File: src/hw/rpmc_pkg.sv
// package of constants for the reset and power mode controller
// ----------------------------------------------------------------
// ----------------------------------------------------------------
package rpmc_pkg;
	// register byte offsets
	localparam logic [7:0] CAUSE_OFS  = 8'h00;
	localparam logic [7:0] CONFIG_OFS = 8'h04;
	localparam logic [7:0] CTRL_OFS   = 8'h08;
	localparam logic [7:0] STATUS_OFS = 8'h0C;
	// reset cause flag positions
	localparam int CF_PIN   = 0;
	localparam int CF_WDT   = 1;
	localparam int CF_SW    = 2;
	localparam int CF_BREAK = 3;
	localparam int CF_BO    = 4;
	localparam int CF_POR   = 5;
	localparam int CF_W     = 6;
	localparam logic [5:0] CAUSE_POR_VAL = 6'h30;
	// config bit positions
	localparam int CB_BO_EN   = 0;
	localparam int CB_BO_IRQ  = 1;
	localparam int CB_RPE     = 2;
	localparam int CB_BRK_RST = 3;
	localparam int CB_CMP_OFF = 4;
	localparam int CB_RC_SYS  = 5;
	localparam int CB_TMR_EN  = 6;
	localparam int CFG_W      = 7;
	localparam logic [6:0] CONFIG_RST_VAL = 7'h01;
	// control bits: software reset and mode request field
	localparam int CT_SWRST   = 0;
	localparam int CT_MODE_LO = 1;
	// reset stretch after last request drops
	localparam int RST_HOLD_CYCLES = 8;
	localparam int HOLD_W = 4;

	typedef enum logic [1:0] {
		MODE_RUN,
		MODE_IDLE,
		MODE_PDOWN,
		MODE_TOTAL
	} rpmc_mode_t;
endpackage

File: src/hw/rpmc_sync.sv
// two flip-flop synchroniser with per-bit reset value
`timescale 1ns/1ps
module rpmc_sync #(
	parameter int              WIDTH     = 1,
	parameter logic [WIDTH-1:0] RESET_VAL = '0
) (
	input  wire logic             CLK,
	input  wire logic             ARST_N,
	input  wire logic [WIDTH-1:0] D,
	output logic      [WIDTH-1:0] Q
);
	logic [WIDTH-1:0] meta;

	// meta feeds only the second stage
	always_ff @(posedge CLK or negedge ARST_N) begin
		if (!ARST_N) begin
			meta <= RESET_VAL;
			Q    <= RESET_VAL;
		end else begin
			meta <= D;
			Q    <= meta;
		end
	end
endmodule // rpmc_sync

File: src/hw/rpmc_top.sv
// reset combiner, cause flags and power mode control with wishbone slave
`timescale 1ns/1ps
module rpmc_top #(
	parameter logic RPE_DEFAULT = 1'b0
) (
	input  wire logic        CLK,
	input  wire logic        ARST_N,
	// wishbone classic slave
	input  wire logic        WB_CYC_I,
	input  wire logic        WB_STB_I,
	input  wire logic        WB_WE_I,
	input  wire logic [7:0]  WB_ADR_I,
	input  wire logic [31:0] WB_DAT_I,
	input  wire logic [3:0]  WB_SEL_I,
	output logic      [31:0] WB_DAT_O,
	output logic             WB_ACK_O,
	// supply monitors, pin, reset sources and wake interrupts
	input  wire logic        POR_DETECT,
	input  wire logic        SUPPLY_LOW,
	input  wire logic        SHARED_RESET_PIN,
	input  wire logic        WDT_TIMEOUT,
	input  wire logic        UART_BREAK,
	input  wire logic        IRQ_PENDING,
	input  wire logic        WAKE_IRQ,
	// outputs
	output logic             SYS_RST_N,
	output logic             BROWNOUT_IRQ,
	output logic             PIN_INPUT,
	output logic             CPU_CLK_EN,
	output logic             PERIPH_CLK_EN,
	output logic             MAIN_OSC_EN,
	output logic             RC_OSC_EN,
	output logic             BROWNOUT_DET_EN,
	output logic             COMPARATOR_EN,
	output logic             WDT_RUN,
	output logic             SYSTIMER_RUN
);
	// ----------------------------------------------------------------
	// input synchronisers
	// ----------------------------------------------------------------
	logic [3:0] async_in;
	logic [3:0] sync_in;
	logic       por_s;
	logic       low_s;
	logic       pin_s;
	logic       wdt_s;

	assign async_in = {WDT_TIMEOUT, SHARED_RESET_PIN, SUPPLY_LOW, POR_DETECT};

	// pin idles high so reset release is not blocked by sync latency
	rpmc_sync #(
		.WIDTH     (4),
		.RESET_VAL (4'h4)
	) u_sync (
		.CLK    (CLK),
		.ARST_N (ARST_N),
		.D      (async_in),
		.Q      (sync_in)
	);

	assign por_s = sync_in[0];
	assign low_s = sync_in[1];
	assign pin_s = sync_in[2];
	assign wdt_s = sync_in[3];

	// ----------------------------------------------------------------
	// registers and bus decode
	// ----------------------------------------------------------------
	logic [rpmc_pkg::CF_W-1:0]  cause;
	logic [rpmc_pkg::CF_W-1:0]  next_cause;
	logic [rpmc_pkg::CFG_W-1:0] config_r;
	logic                       ack;
	logic [31:0]                rdata;
	logic [31:0]                next_rdata;
	logic                       bus_req;
	logic                       bus_wr;
	logic                       lane0;
	logic                       hit_cause;
	logic                       hit_config;
	logic                       hit_ctrl;
	logic                       hit_status;
	logic                       wr_cause;
	logic                       wr_config;
	logic                       wr_ctrl;
	logic                       sw_reset;
	logic [1:0]                 mode_req;

	assign bus_req    = WB_CYC_I & WB_STB_I;
	// writes land on the edge that also sees ack high
	assign bus_wr     = bus_req & WB_WE_I & ack;
	assign lane0      = WB_SEL_I[0];
	assign hit_cause  = WB_ADR_I == rpmc_pkg::CAUSE_OFS;
	assign hit_config = WB_ADR_I == rpmc_pkg::CONFIG_OFS;
	assign hit_ctrl   = WB_ADR_I == rpmc_pkg::CTRL_OFS;
	assign hit_status = WB_ADR_I == rpmc_pkg::STATUS_OFS;
	assign wr_cause   = bus_wr & lane0 & hit_cause;
	assign wr_config  = bus_wr & lane0 & hit_config;
	assign wr_ctrl    = bus_wr & lane0 & hit_ctrl;
	assign sw_reset   = wr_ctrl & WB_DAT_I[rpmc_pkg::CT_SWRST];
	assign mode_req   = WB_DAT_I[rpmc_pkg::CT_MODE_LO +: 2];

	// ----------------------------------------------------------------
	// brownout and reset requests
	// ----------------------------------------------------------------
	rpmc_pkg::rpmc_mode_t mode;
	rpmc_pkg::rpmc_mode_t next_mode;
	logic                 powerup;
	logic                 bo_active;
	logic                 bo_cond;
	logic                 pin_is_reset;
	logic                 pin_rst;
	logic                 bo_rst;
	logic                 brk_rst;
	logic                 req_any;
	logic [5:0]           src_set;
	logic [rpmc_pkg::HOLD_W-1:0] hold;
	logic [rpmc_pkg::HOLD_W-1:0] next_hold;
	logic                 hold_done;

	// detector is off in total power-down
	assign bo_active = config_r[rpmc_pkg::CB_BO_EN] & (mode != rpmc_pkg::MODE_TOTAL);
	assign bo_cond   = bo_active & low_s;
	assign bo_rst    = bo_cond & ~config_r[rpmc_pkg::CB_BO_IRQ];
	assign BROWNOUT_IRQ = bo_cond & config_r[rpmc_pkg::CB_BO_IRQ];

	// power-up forces pin to reset use; otherwise the RPE bit decides
	assign pin_is_reset = config_r[rpmc_pkg::CB_RPE] | powerup;
	assign pin_rst      = pin_is_reset & ~pin_s;
	assign PIN_INPUT    = pin_is_reset ? 1'b1 : pin_s;
	assign brk_rst      = UART_BREAK & config_r[rpmc_pkg::CB_BRK_RST];

	assign req_any = por_s | pin_rst | bo_rst | wdt_s | sw_reset | brk_rst;

	always_comb begin
		src_set = '0;
		src_set[rpmc_pkg::CF_PIN]   = pin_rst;
		src_set[rpmc_pkg::CF_WDT]   = wdt_s;
		src_set[rpmc_pkg::CF_SW]    = sw_reset;
		src_set[rpmc_pkg::CF_BREAK] = brk_rst;
		src_set[rpmc_pkg::CF_BO]    = bo_rst;
		src_set[rpmc_pkg::CF_POR]   = 1'b0;
	end

	// software clear is write-zero; a set in the same cycle wins
	always_comb begin
		next_cause = (wr_cause ? cause & WB_DAT_I[rpmc_pkg::CF_W-1:0] : cause) | src_set;
		if (por_s) begin
			next_cause = rpmc_pkg::CAUSE_POR_VAL;
		end
	end

	// ----------------------------------------------------------------
	// reset stretch and synchronous release
	// ----------------------------------------------------------------
	assign hold_done = (hold == '0) & ~req_any;

	always_comb begin
		next_hold = hold;
		if (req_any) begin
			next_hold = rpmc_pkg::HOLD_W'(rpmc_pkg::RST_HOLD_CYCLES);
		end else if (hold != '0) begin
			next_hold = hold - 1'b1;
		end
	end

	always_ff @(posedge CLK or negedge ARST_N) begin
		if (!ARST_N) begin
			hold      <= rpmc_pkg::HOLD_W'(rpmc_pkg::RST_HOLD_CYCLES);
			SYS_RST_N <= 1'b0;
			powerup   <= 1'b1;
		end else begin
			hold      <= next_hold;
			SYS_RST_N <= hold_done;
			// a held pin keeps power-up alive: the board must let go
			powerup   <= por_s | (powerup & ~hold_done);
		end
	end

	// ----------------------------------------------------------------
	// power mode state
	// ----------------------------------------------------------------
	always_comb begin
		next_mode = mode;
		unique case (mode)
			rpmc_pkg::MODE_RUN: begin
				if (wr_ctrl & ~sw_reset) begin
					next_mode = rpmc_pkg::rpmc_mode_t'(mode_req);
				end
			end
			rpmc_pkg::MODE_IDLE: begin
				if (IRQ_PENDING) begin
					next_mode = rpmc_pkg::MODE_RUN;
				end
			end
			rpmc_pkg::MODE_PDOWN,
			rpmc_pkg::MODE_TOTAL: begin
				if (WAKE_IRQ) begin
					next_mode = rpmc_pkg::MODE_RUN;
				end
			end
		endcase
		// any reset ends every low power mode
		if (req_any) begin
			next_mode = rpmc_pkg::MODE_RUN;
		end
	end

	always_ff @(posedge CLK or negedge ARST_N) begin
		if (!ARST_N) begin
			mode <= rpmc_pkg::MODE_RUN;
		end else begin
			mode <= next_mode;
		end
	end

	// ----------------------------------------------------------------
	// clock and block enables per mode
	// ----------------------------------------------------------------
	logic in_pd;
	logic rc_keep;

	assign in_pd   = (mode == rpmc_pkg::MODE_PDOWN) | (mode == rpmc_pkg::MODE_TOTAL);
	assign rc_keep = config_r[rpmc_pkg::CB_RC_SYS] & config_r[rpmc_pkg::CB_TMR_EN];

	assign CPU_CLK_EN      = mode == rpmc_pkg::MODE_RUN;
	assign PERIPH_CLK_EN   = ~in_pd;
	assign MAIN_OSC_EN     = ~in_pd;
	assign RC_OSC_EN       = ~in_pd | rc_keep;
	assign BROWNOUT_DET_EN = bo_active;
	assign COMPARATOR_EN   = ~config_r[rpmc_pkg::CB_CMP_OFF] & (mode != rpmc_pkg::MODE_TOTAL);
	assign WDT_RUN         = 1'b1;
	assign SYSTIMER_RUN    = config_r[rpmc_pkg::CB_TMR_EN];

	// ----------------------------------------------------------------
	// register storage and bus answer
	// ----------------------------------------------------------------
	always_comb begin
		next_rdata = 32'h0000_0000;
		if (hit_cause) begin
			next_rdata = {26'h0, cause};
		end else if (hit_config) begin
			next_rdata = {25'h0, config_r};
		end else if (hit_ctrl) begin
			next_rdata = {29'h0, mode, 1'b0};
		end else if (hit_status) begin
			next_rdata = {27'h0, pin_s, low_s, bo_cond, SYS_RST_N, powerup};
		end
	end

	// cause and config survive internal resets; ARST_N reloads both, POR_DETECT reloads only cause
	always_ff @(posedge CLK or negedge ARST_N) begin
		if (!ARST_N) begin
			cause <= rpmc_pkg::CAUSE_POR_VAL;
		end else begin
			cause <= next_cause;
		end
	end

	always_ff @(posedge CLK or negedge ARST_N) begin
		if (!ARST_N) begin
			config_r <= rpmc_pkg::CONFIG_RST_VAL;
			config_r[rpmc_pkg::CB_RPE] <= RPE_DEFAULT;
		end else if (wr_config) begin
			config_r <= WB_DAT_I[rpmc_pkg::CFG_W-1:0];
		end
	end

	// one wait state: ack follows the request by one edge
	always_ff @(posedge CLK or negedge ARST_N) begin
		if (!ARST_N) begin
			ack   <= 1'b0;
			rdata <= 32'h0000_0000;
		end else begin
			ack   <= bus_req & ~ack;
			rdata <= next_rdata;
		end
	end

	assign WB_ACK_O = ack;
	assign WB_DAT_O = rdata;
endmodule // rpmc_top

File: config.mk
export PLATFORM = sky130hd
export DESIGN_NAME = rpmc_top
export DESIGN_NICKNAME = d
export VERILOG_FILES = /design/src/hw/rpmc_pkg.sv /design/src/hw/rpmc_sync.sv /design/src/hw/rpmc_top.sv
export SDC_FILE = /design/constraint.sdc
export NUM_CORES = 1
export LEC_CHECK = 0
export BUFFER_PORTS_ARGS = -buffer_cell sky130_fd_sc_hd__buf_2
export CAP_MARGIN = 20
export CELL_PAD_IN_SITES_DETAIL_PLACEMENT = 0
export CELL_PAD_IN_SITES_GLOBAL_PLACEMENT = 1
export CORE_MARGIN = 2
export CORE_UTILIZATION = 35
export CTS_CLUSTER_SIZE = 24
export DETAILED_ROUTE_END_ITERATION = 10
export PLACE_DENSITY = 0.84
export REMOVE_ABC_BUFFERS = 1
export SYNTH_ARGS = -nofsm -noshare
export SYNTH_HDL_FRONTEND = slang
export SYNTH_SLANG_ARGS = --single-unit
export TNS_END_PERCENT = 1
File: constraint.sdc
create_clock -name CLK -period 4.5 [get_ports CLK]
set_input_delay 0.45 -clock CLK [delete_from_list [all_inputs] [get_ports CLK]]
set_output_delay 0.45 -clock CLK [all_outputs]
set_load 0.02 [all_outputs]
; ---- After elaboration in Yosys (flattened, before gate mapping)
; Index checks and enable logic that the tools add are counted.
[word_totals]
in_bits = 56
wordCells = 81
out_inout_bits = 44
ff_bits = 62
[classes]
n_bitwise = 39
eq_ne = 10
n_addsub = 1
reduce_logical = 7
mux = 14
[op_table]
columns = operator, n
row1 = 1-bit AND, 20
row2 = "8-bit by 4-bit equality test with 1-bit output, second input constant", 2
row3 = 7-bit 2-to-1 mux, 2
row4 = 6-bit 2-to-1 mux, 2
row5 = 5-bit 2-to-1 mux, 2
row6 = 1-bit OR, 9
row7 = "8-bit by 3-bit equality test with 1-bit output, second input constant", 1
row8 = 8-bit logical NOT, 1
row9 = 2-bit 2-to-1 mux, 4
row10 = 4-bit 2-to-1 mux, 2
row11 = 1-bit inverter, 8
row12 = 6-bit AND, 1
row13 = "3-bit != test, second input constant", 2
row14 = 6-bit by 5-bit OR with 6-bit output, 1
row15 = 2-bit one-hot mux with 3 select lines, 1
row16 = "2-bit equality test, second input constant", 2
row17 = 4-bit logical NOT, 1
row18 = 4-bit nonzero test, 1
row19 = "4-bit by 1-bit subtractor with 4-bit output, second input constant", 1
row20 = "3-bit by 1-bit != test with 1-bit output, second input constant", 1
row21 = 3-bit AND reduction, 1
row22 = "2-bit by 1-bit equality test with 1-bit output, second input constant", 1
row23 = 2-bit logical NOT, 1
row24 = "2-bit != test, second input constant", 1
row25 = 3 further kinds, 3

; ---- Logic depth before layout (Yosys ltp)
[depth]
word_depth = 13
ltp_mapped = 5
ltp_nobuf = 5

; ---- Modules after synthesis
; A second synthesis with hierarchy kept.
[unflattened]
hier_cells = 167
hier_area_um2 = 1858.0
[modules_own_cells]
columns = module, n_inst, seq_area_each_um2, area_per_inst_um2, cells_each
row1 = rpmc_top, 1, 732.0, 1655.3, 159
row2 = rpmc_sync, 1, 202.7, 202.7, 8

; ---- Worst setup path before layout
; Ideal clock, no wire load.
[synth_path]
kind = register -> output
start = register config_r[0] in the netlist's numbering
end = output port BROWNOUT_IRQ
required_ps = 4050
t_arrival_ps = 1546
n_path_buf = 0
stages_incl_launch_ff = 3
path_slack_ps = 2504
cell_sequence = dfstp_2 > a21boi_0 > and3_1
[synth_between]
elab_chain_cells = 3
[synth_rtl]
columns = item, line_no
row1 = "start, declared", rpmc_top.sv:71  ; logic [rpmc_pkg::CFG_W-1:0] config_r;
row2 = "start signal, assigned", rpmc_top.sv:261  ; config_r <= rpmc_pkg::CONFIG_RST_VAL;
row3 = "start signal, assigned", rpmc_top.sv:264  ; config_r <= WB_DAT_I[rpmc_pkg::CFG_W-1:0];
row4 = 1-bit AND, rpmc_top.sv:121  ; assign bo_active = config_r[rpmc_pkg::CB_BO_EN] & (mode != rpmc_pkg::MODE_TOTAL);
row5 = net BROWNOUT_DET_EN, rpmc_top.sv:33  ; output logic BROWNOUT_DET_EN,
row6 = 1-bit AND, rpmc_top.sv:122  ; assign bo_cond = bo_active & low_s;
row7 = 1-bit AND, rpmc_top.sv:124  ; assign BROWNOUT_IRQ = bo_cond & config_r[rpmc_pkg::CB_BO_IRQ];
row8 = "end, declared", rpmc_top.sv:27  ; output logic BROWNOUT_IRQ,
; The timed path passes the listed nets, and every way through them passes these cells.

; ---- Worst setup path in the final report
[layout_path]
start = input port WB_ADR_I[5]
end = register config_r[3] in the netlist's numbering
[layout_between]
elab_chain_cells = 2
[layout_rtl]
columns = item, line_no
row1 = "start, declared", rpmc_top.sv:12  ; input wire logic [7:0] WB_ADR_I,
row2 = 8-bit by 3-bit equality test with 1-bit output, rpmc_top.sv:93  ; assign hit_config = WB_ADR_I == rpmc_pkg::CONFIG_OFS;
row3 = 1-bit AND, rpmc_top.sv:97  ; assign wr_config = bus_wr & lane0 & hit_config;
; Every way passes these cells.
; A chain may end at the register's enable or synchronous reset.

==> impl_metrics.py <==
metrics = {
    "run_status": {
        "status": "finished, final reports clean",
    },
    "min_path": {
        "holdCritPathClass": "in -> async",
    },
    "yosys": {
        "synth_cell_types": 41,
        "synth_area_um2": 1870,
        "synth_top_family_by_area": "simple AND/OR/NAND/NOR gates",
        "syn_area_per_cell_um2": 10.8,
        "synth_edf_count": 0,
        "synth_xor_xnor_area_share": 0.00468,
        "async_flop_share": 1.00,
        "synth-compound-area-share": 0.0922,
        "synth_cells": 174,
        "synth-simple-area-share": 0.162,
        "ys_seq_elements": 37,
        "synth_warnings": 0,
        "synthMuxAreaShare": 0.0969,
        "synth_fa_ha_area_frac": 0.00668,
        "synthFlopType": "dfrtp_1",
        "ys_seq_area_frac": 0.499,
    },
    "drt": {
        "routed_via_density": 4.70,
        "route.detailed.drc": 0,
        "routedWlPerCell_um": 13.0,
        "drt_iter0_drc": 84,
        "dr.pass1.iters": 4,
        "wl_mm": 3.72,
        "ant_nets": 0,
        "vias": 1350,
    },
    "layout": {
        "stdcell_count": 287,
        "design_area_um2": 2120,
        "finalNetCount": 273,
        "post-route-util": 0.413,
        "n_fill_cell": 529,
        "area_growth_pct": 13.3,
        "n_antenna_cell": 0,
        "drive_gt1_frac": 0.332,
    },
    "worst_setup_path": {
        "cp_max_fo": 11,
        "critPathRequiredTime_ns": 4.67,
        "start_kind": "primary input",
        "critical_path_class": "in -> reg",
        "cpPeakStageDelay_ns": 0.84,
        "critPathSlowestCell": "or4_1",
        "crit_chain": "buf_2, nor4_2, nand2_1, or4_1, mux2_4",
        "cp.arrival_ns": 2.40,
        "r2r_start": "mode[1]$_DFFE_PN0P_",
        "worstSetupEndpointType": "flop",
        "r2r_cells": 4,
        "r2r-end": "hold[1]$_DFFE_PN0N_",
        "rrSetupSlack_ns": 2.58,
    },
    "placement": {
        "place_congestion": 0.774,
        "io_buffers": 45,
        "dp.cells": 279,
        "dp_hpwl_mm": 2.77,
        "dpl-instance-area_um2": 2040,
    },
    "clock_network": {
        "worstSkewPairLatency_ns": 0.28,
        "clock_sinks": 37,
        "ctsResizeCount": 0,
        "ctsHtreeMaxLevel": 2,
        "ctsHoldBuffers": 0,
        "cts_buffers": 5,
        "cts-root-buf": "clkbuf_8",
        "clk_pin_slew_ns": 0.07,
        "cts_tree": "built",
        "post_cts.repair.setup_buffers": 0,
        "clk_path_buf_depth": 2,
    },
    "global_routing": {
        "grtUsageTotal": 0.128,
        "grt_max_degree": 38,
        "grt_pass1_vias": 1248,
        "grt_first_pass_wirelength_mm": 6.00,
        "antenna_found_initial": 0,
        "grt-ovfl-total": 0,
    },
    "die": {
        "num_io_pins": 100,
        "start_util": 0.364,
        "rows": 26,
        "die_w_um": 77.1,
        "coreArea_um2": 5140,
        "die_h_um": 77.1,
        "die_area_um2": 5950,
    },
    "sta": {
        "setup_violations": 0,
        "fin_setup_tns_ns": 0,
        "rsz0062_at_grt": "no",
        "finalCritPeriodShare": 0.495,
        "hold_viol": 0,
        "fmaxAchievable_ghz": 0.449,
        "tightest_slew_ns": 0.793,
        "layout_min_cycle_time_ns": 2.23,
        "relSlewSlack": 0.471,
        "finalClockSkew_ns": 0.00636,
        "slew_viol_final": 0,
        "holdWs_ns": 0.246,
    },
    "run": {
        "cap_violations": 0,
    },
    "pwr": {
        "power_density_nw_per_um2": 298,
        "worst_ir_drop_vdd_v": 0.000147,
        "p_leak_nw": 1.03,
    },
}
[cell type report]
cell class | count | area, um^2 | share of cell area
sequential | 37 | 935 | 0.441
multi-input combinational | 123 | 776 | 0.366
timing repair buffer | 45 | 225 | 0.106
tap | 70 | 87.6 | 0.0413
clock buffer | 6 | 72.6 | 0.0342
inverter | 4 | 15.0 | 0.00708
clock inverter | 2 | 10.0 | 0.00472
[metal layers]
layer	wire (um)	global-route usage	vias to the layer above	share of wire
met5	0	0	-	0
met4	40	0.0375	0	0.011
met3	230	0.0388	5	0.062
met2	1790	0.203	42	0.48
met1	1660	0.168	666	0.45
li1	-	-	637	-
[worst max path at each step]
stage                start  depth (start not counted)                       to
2_1_floorplan  WB_ADR_I[5]                          4  config_r[1]$_DFFE_PN0P_
3_3_place_gp   WB_ADR_I[5]                          5  config_r[3]$_DFFE_PN0P_
3_5_place_dp   WB_ADR_I[5]                          5  config_r[1]$_DFFE_PN0P_
4_1_cts        WB_ADR_I[5]                          5  config_r[3]$_DFFE_PN0P_
5_1_grt        WB_ADR_I[5]                          5  config_r[2]$_DFFE_PN0P_
6_report       WB_ADR_I[5]                          5  config_r[3]$_DFFE_PN0P_
[critical path, delay by kind of cell]
| family | cells | cell delay (ns) |
|---|---|---|
| buffers and inverters | 1 | 0.10 |
| muxes | 1 | 0.39 |
| and+or+nand+nor | 3 | 1.46 |
[cell usage in the layout, fill, tap and decap left out, types with 2 or more instances in the layout]
cell | synthesis | final
dfstp_2 | 7 | 7
nand2_1 | 9 | 9
a31oi_1 | 3 | 3
mux2i_1 | 2 | 2
or3_1 | 3 | 3
a211oi_1 | 6 | 6
buf_2 | 0 | 45
nor3_1 | 7 | 7
mux2_4 | 7 | 7
mux2_2 | 3 | 3
nor2b_1 | 3 | 3
conb_1 | 2 | 26
o21ai_0 | 3 | 3
nand3_1 | 2 | 2
o41ai_1 | 2 | 2
nor2_1 | 17 | 17
nand4_1 | 3 | 3
clkbuf_8 | 0 | 5
a22oi_1 | 3 | 3
and4b_1 | 2 | 2
a21oi_1 | 4 | 4
and3_1 | 2 | 2
clkinv_2 | 0 | 2
inv_1 | 4 | 4
dfrtp_1 | 30 | 30
and2_1 | 2 | 2
[power breakdown]
part / leakage, nW / internal [W] / switching (W)
Sequential: 0.474 / 0.000342 / 0.00000599
Combinational: 0.516 / 0.0000215 / 0.0000466
Clock: 0.0450 / 0.000107 / 0.000110
[cells by family (layout without fill, tap and decap cells)]
logic type / after synthesis / count (layout)
compound gates: 25 / 25
xor+xnor: 1 / 1
flops: 37 / 37
buf+inv: 38 / 57
other cells: 2 / 26
mux: 13 / 13
fa+ha+maj: 1 / 1
simple gates: 57 / 57
[registers in the layout, indices dropped and copies added (netlist names)]
register     cells
hold             4
WB_DAT_O         7
SYS_RST_N        1
WB_ACK_O         1
u_sync.meta      4
mode             2
config_r         7
powerup          1
u_sync.Q         4
cause            6
[through the flow]
stage	worst slack (ns)	power, W
6_report	2.27	0.000633
4_1_cts	2.25	0.000641
5_1_grt	2.20	0.000665
3_3_place_gp	1.99	0.000421
2_1_floorplan	2.34	0.000392
3_5_place_dp	1.95	0.000422
[Yosys cell counts, types with 2 or more instances]
master | count | area share
or3_1 | 3 | 0.010
mux2_2 | 3 | 0.018
and2_1 | 2 | 0.0067
inv_1 | 4 | 0.0080
o41ai_1 | 2 | 0.0094
nor2b_1 | 3 | 0.010
nand2_1 | 9 | 0.018
a31oi_1 | 3 | 0.010
buf_4 | 27 | 0.11
dfrtp_1 | 30 | 0.40
and4b_1 | 2 | 0.011
nand4_1 | 3 | 0.010
nor3_1 | 7 | 0.019
dfstp_2 | 7 | 0.098
a22oi_1 | 3 | 0.012
nor2_1 | 17 | 0.034
a211oi_1 | 6 | 0.024
conb_1 | 2 | 0.0040
nand3_1 | 2 | 0.0053
and3_1 | 2 | 0.0067
o21ai_0 | 3 | 0.0080
mux2i_1 | 2 | 0.011
clkbuf_1 | 5 | 0.010
a21oi_1 | 4 | 0.011
mux2_4 | 7 | 0.056
Power figures use the tool's default switching activity.
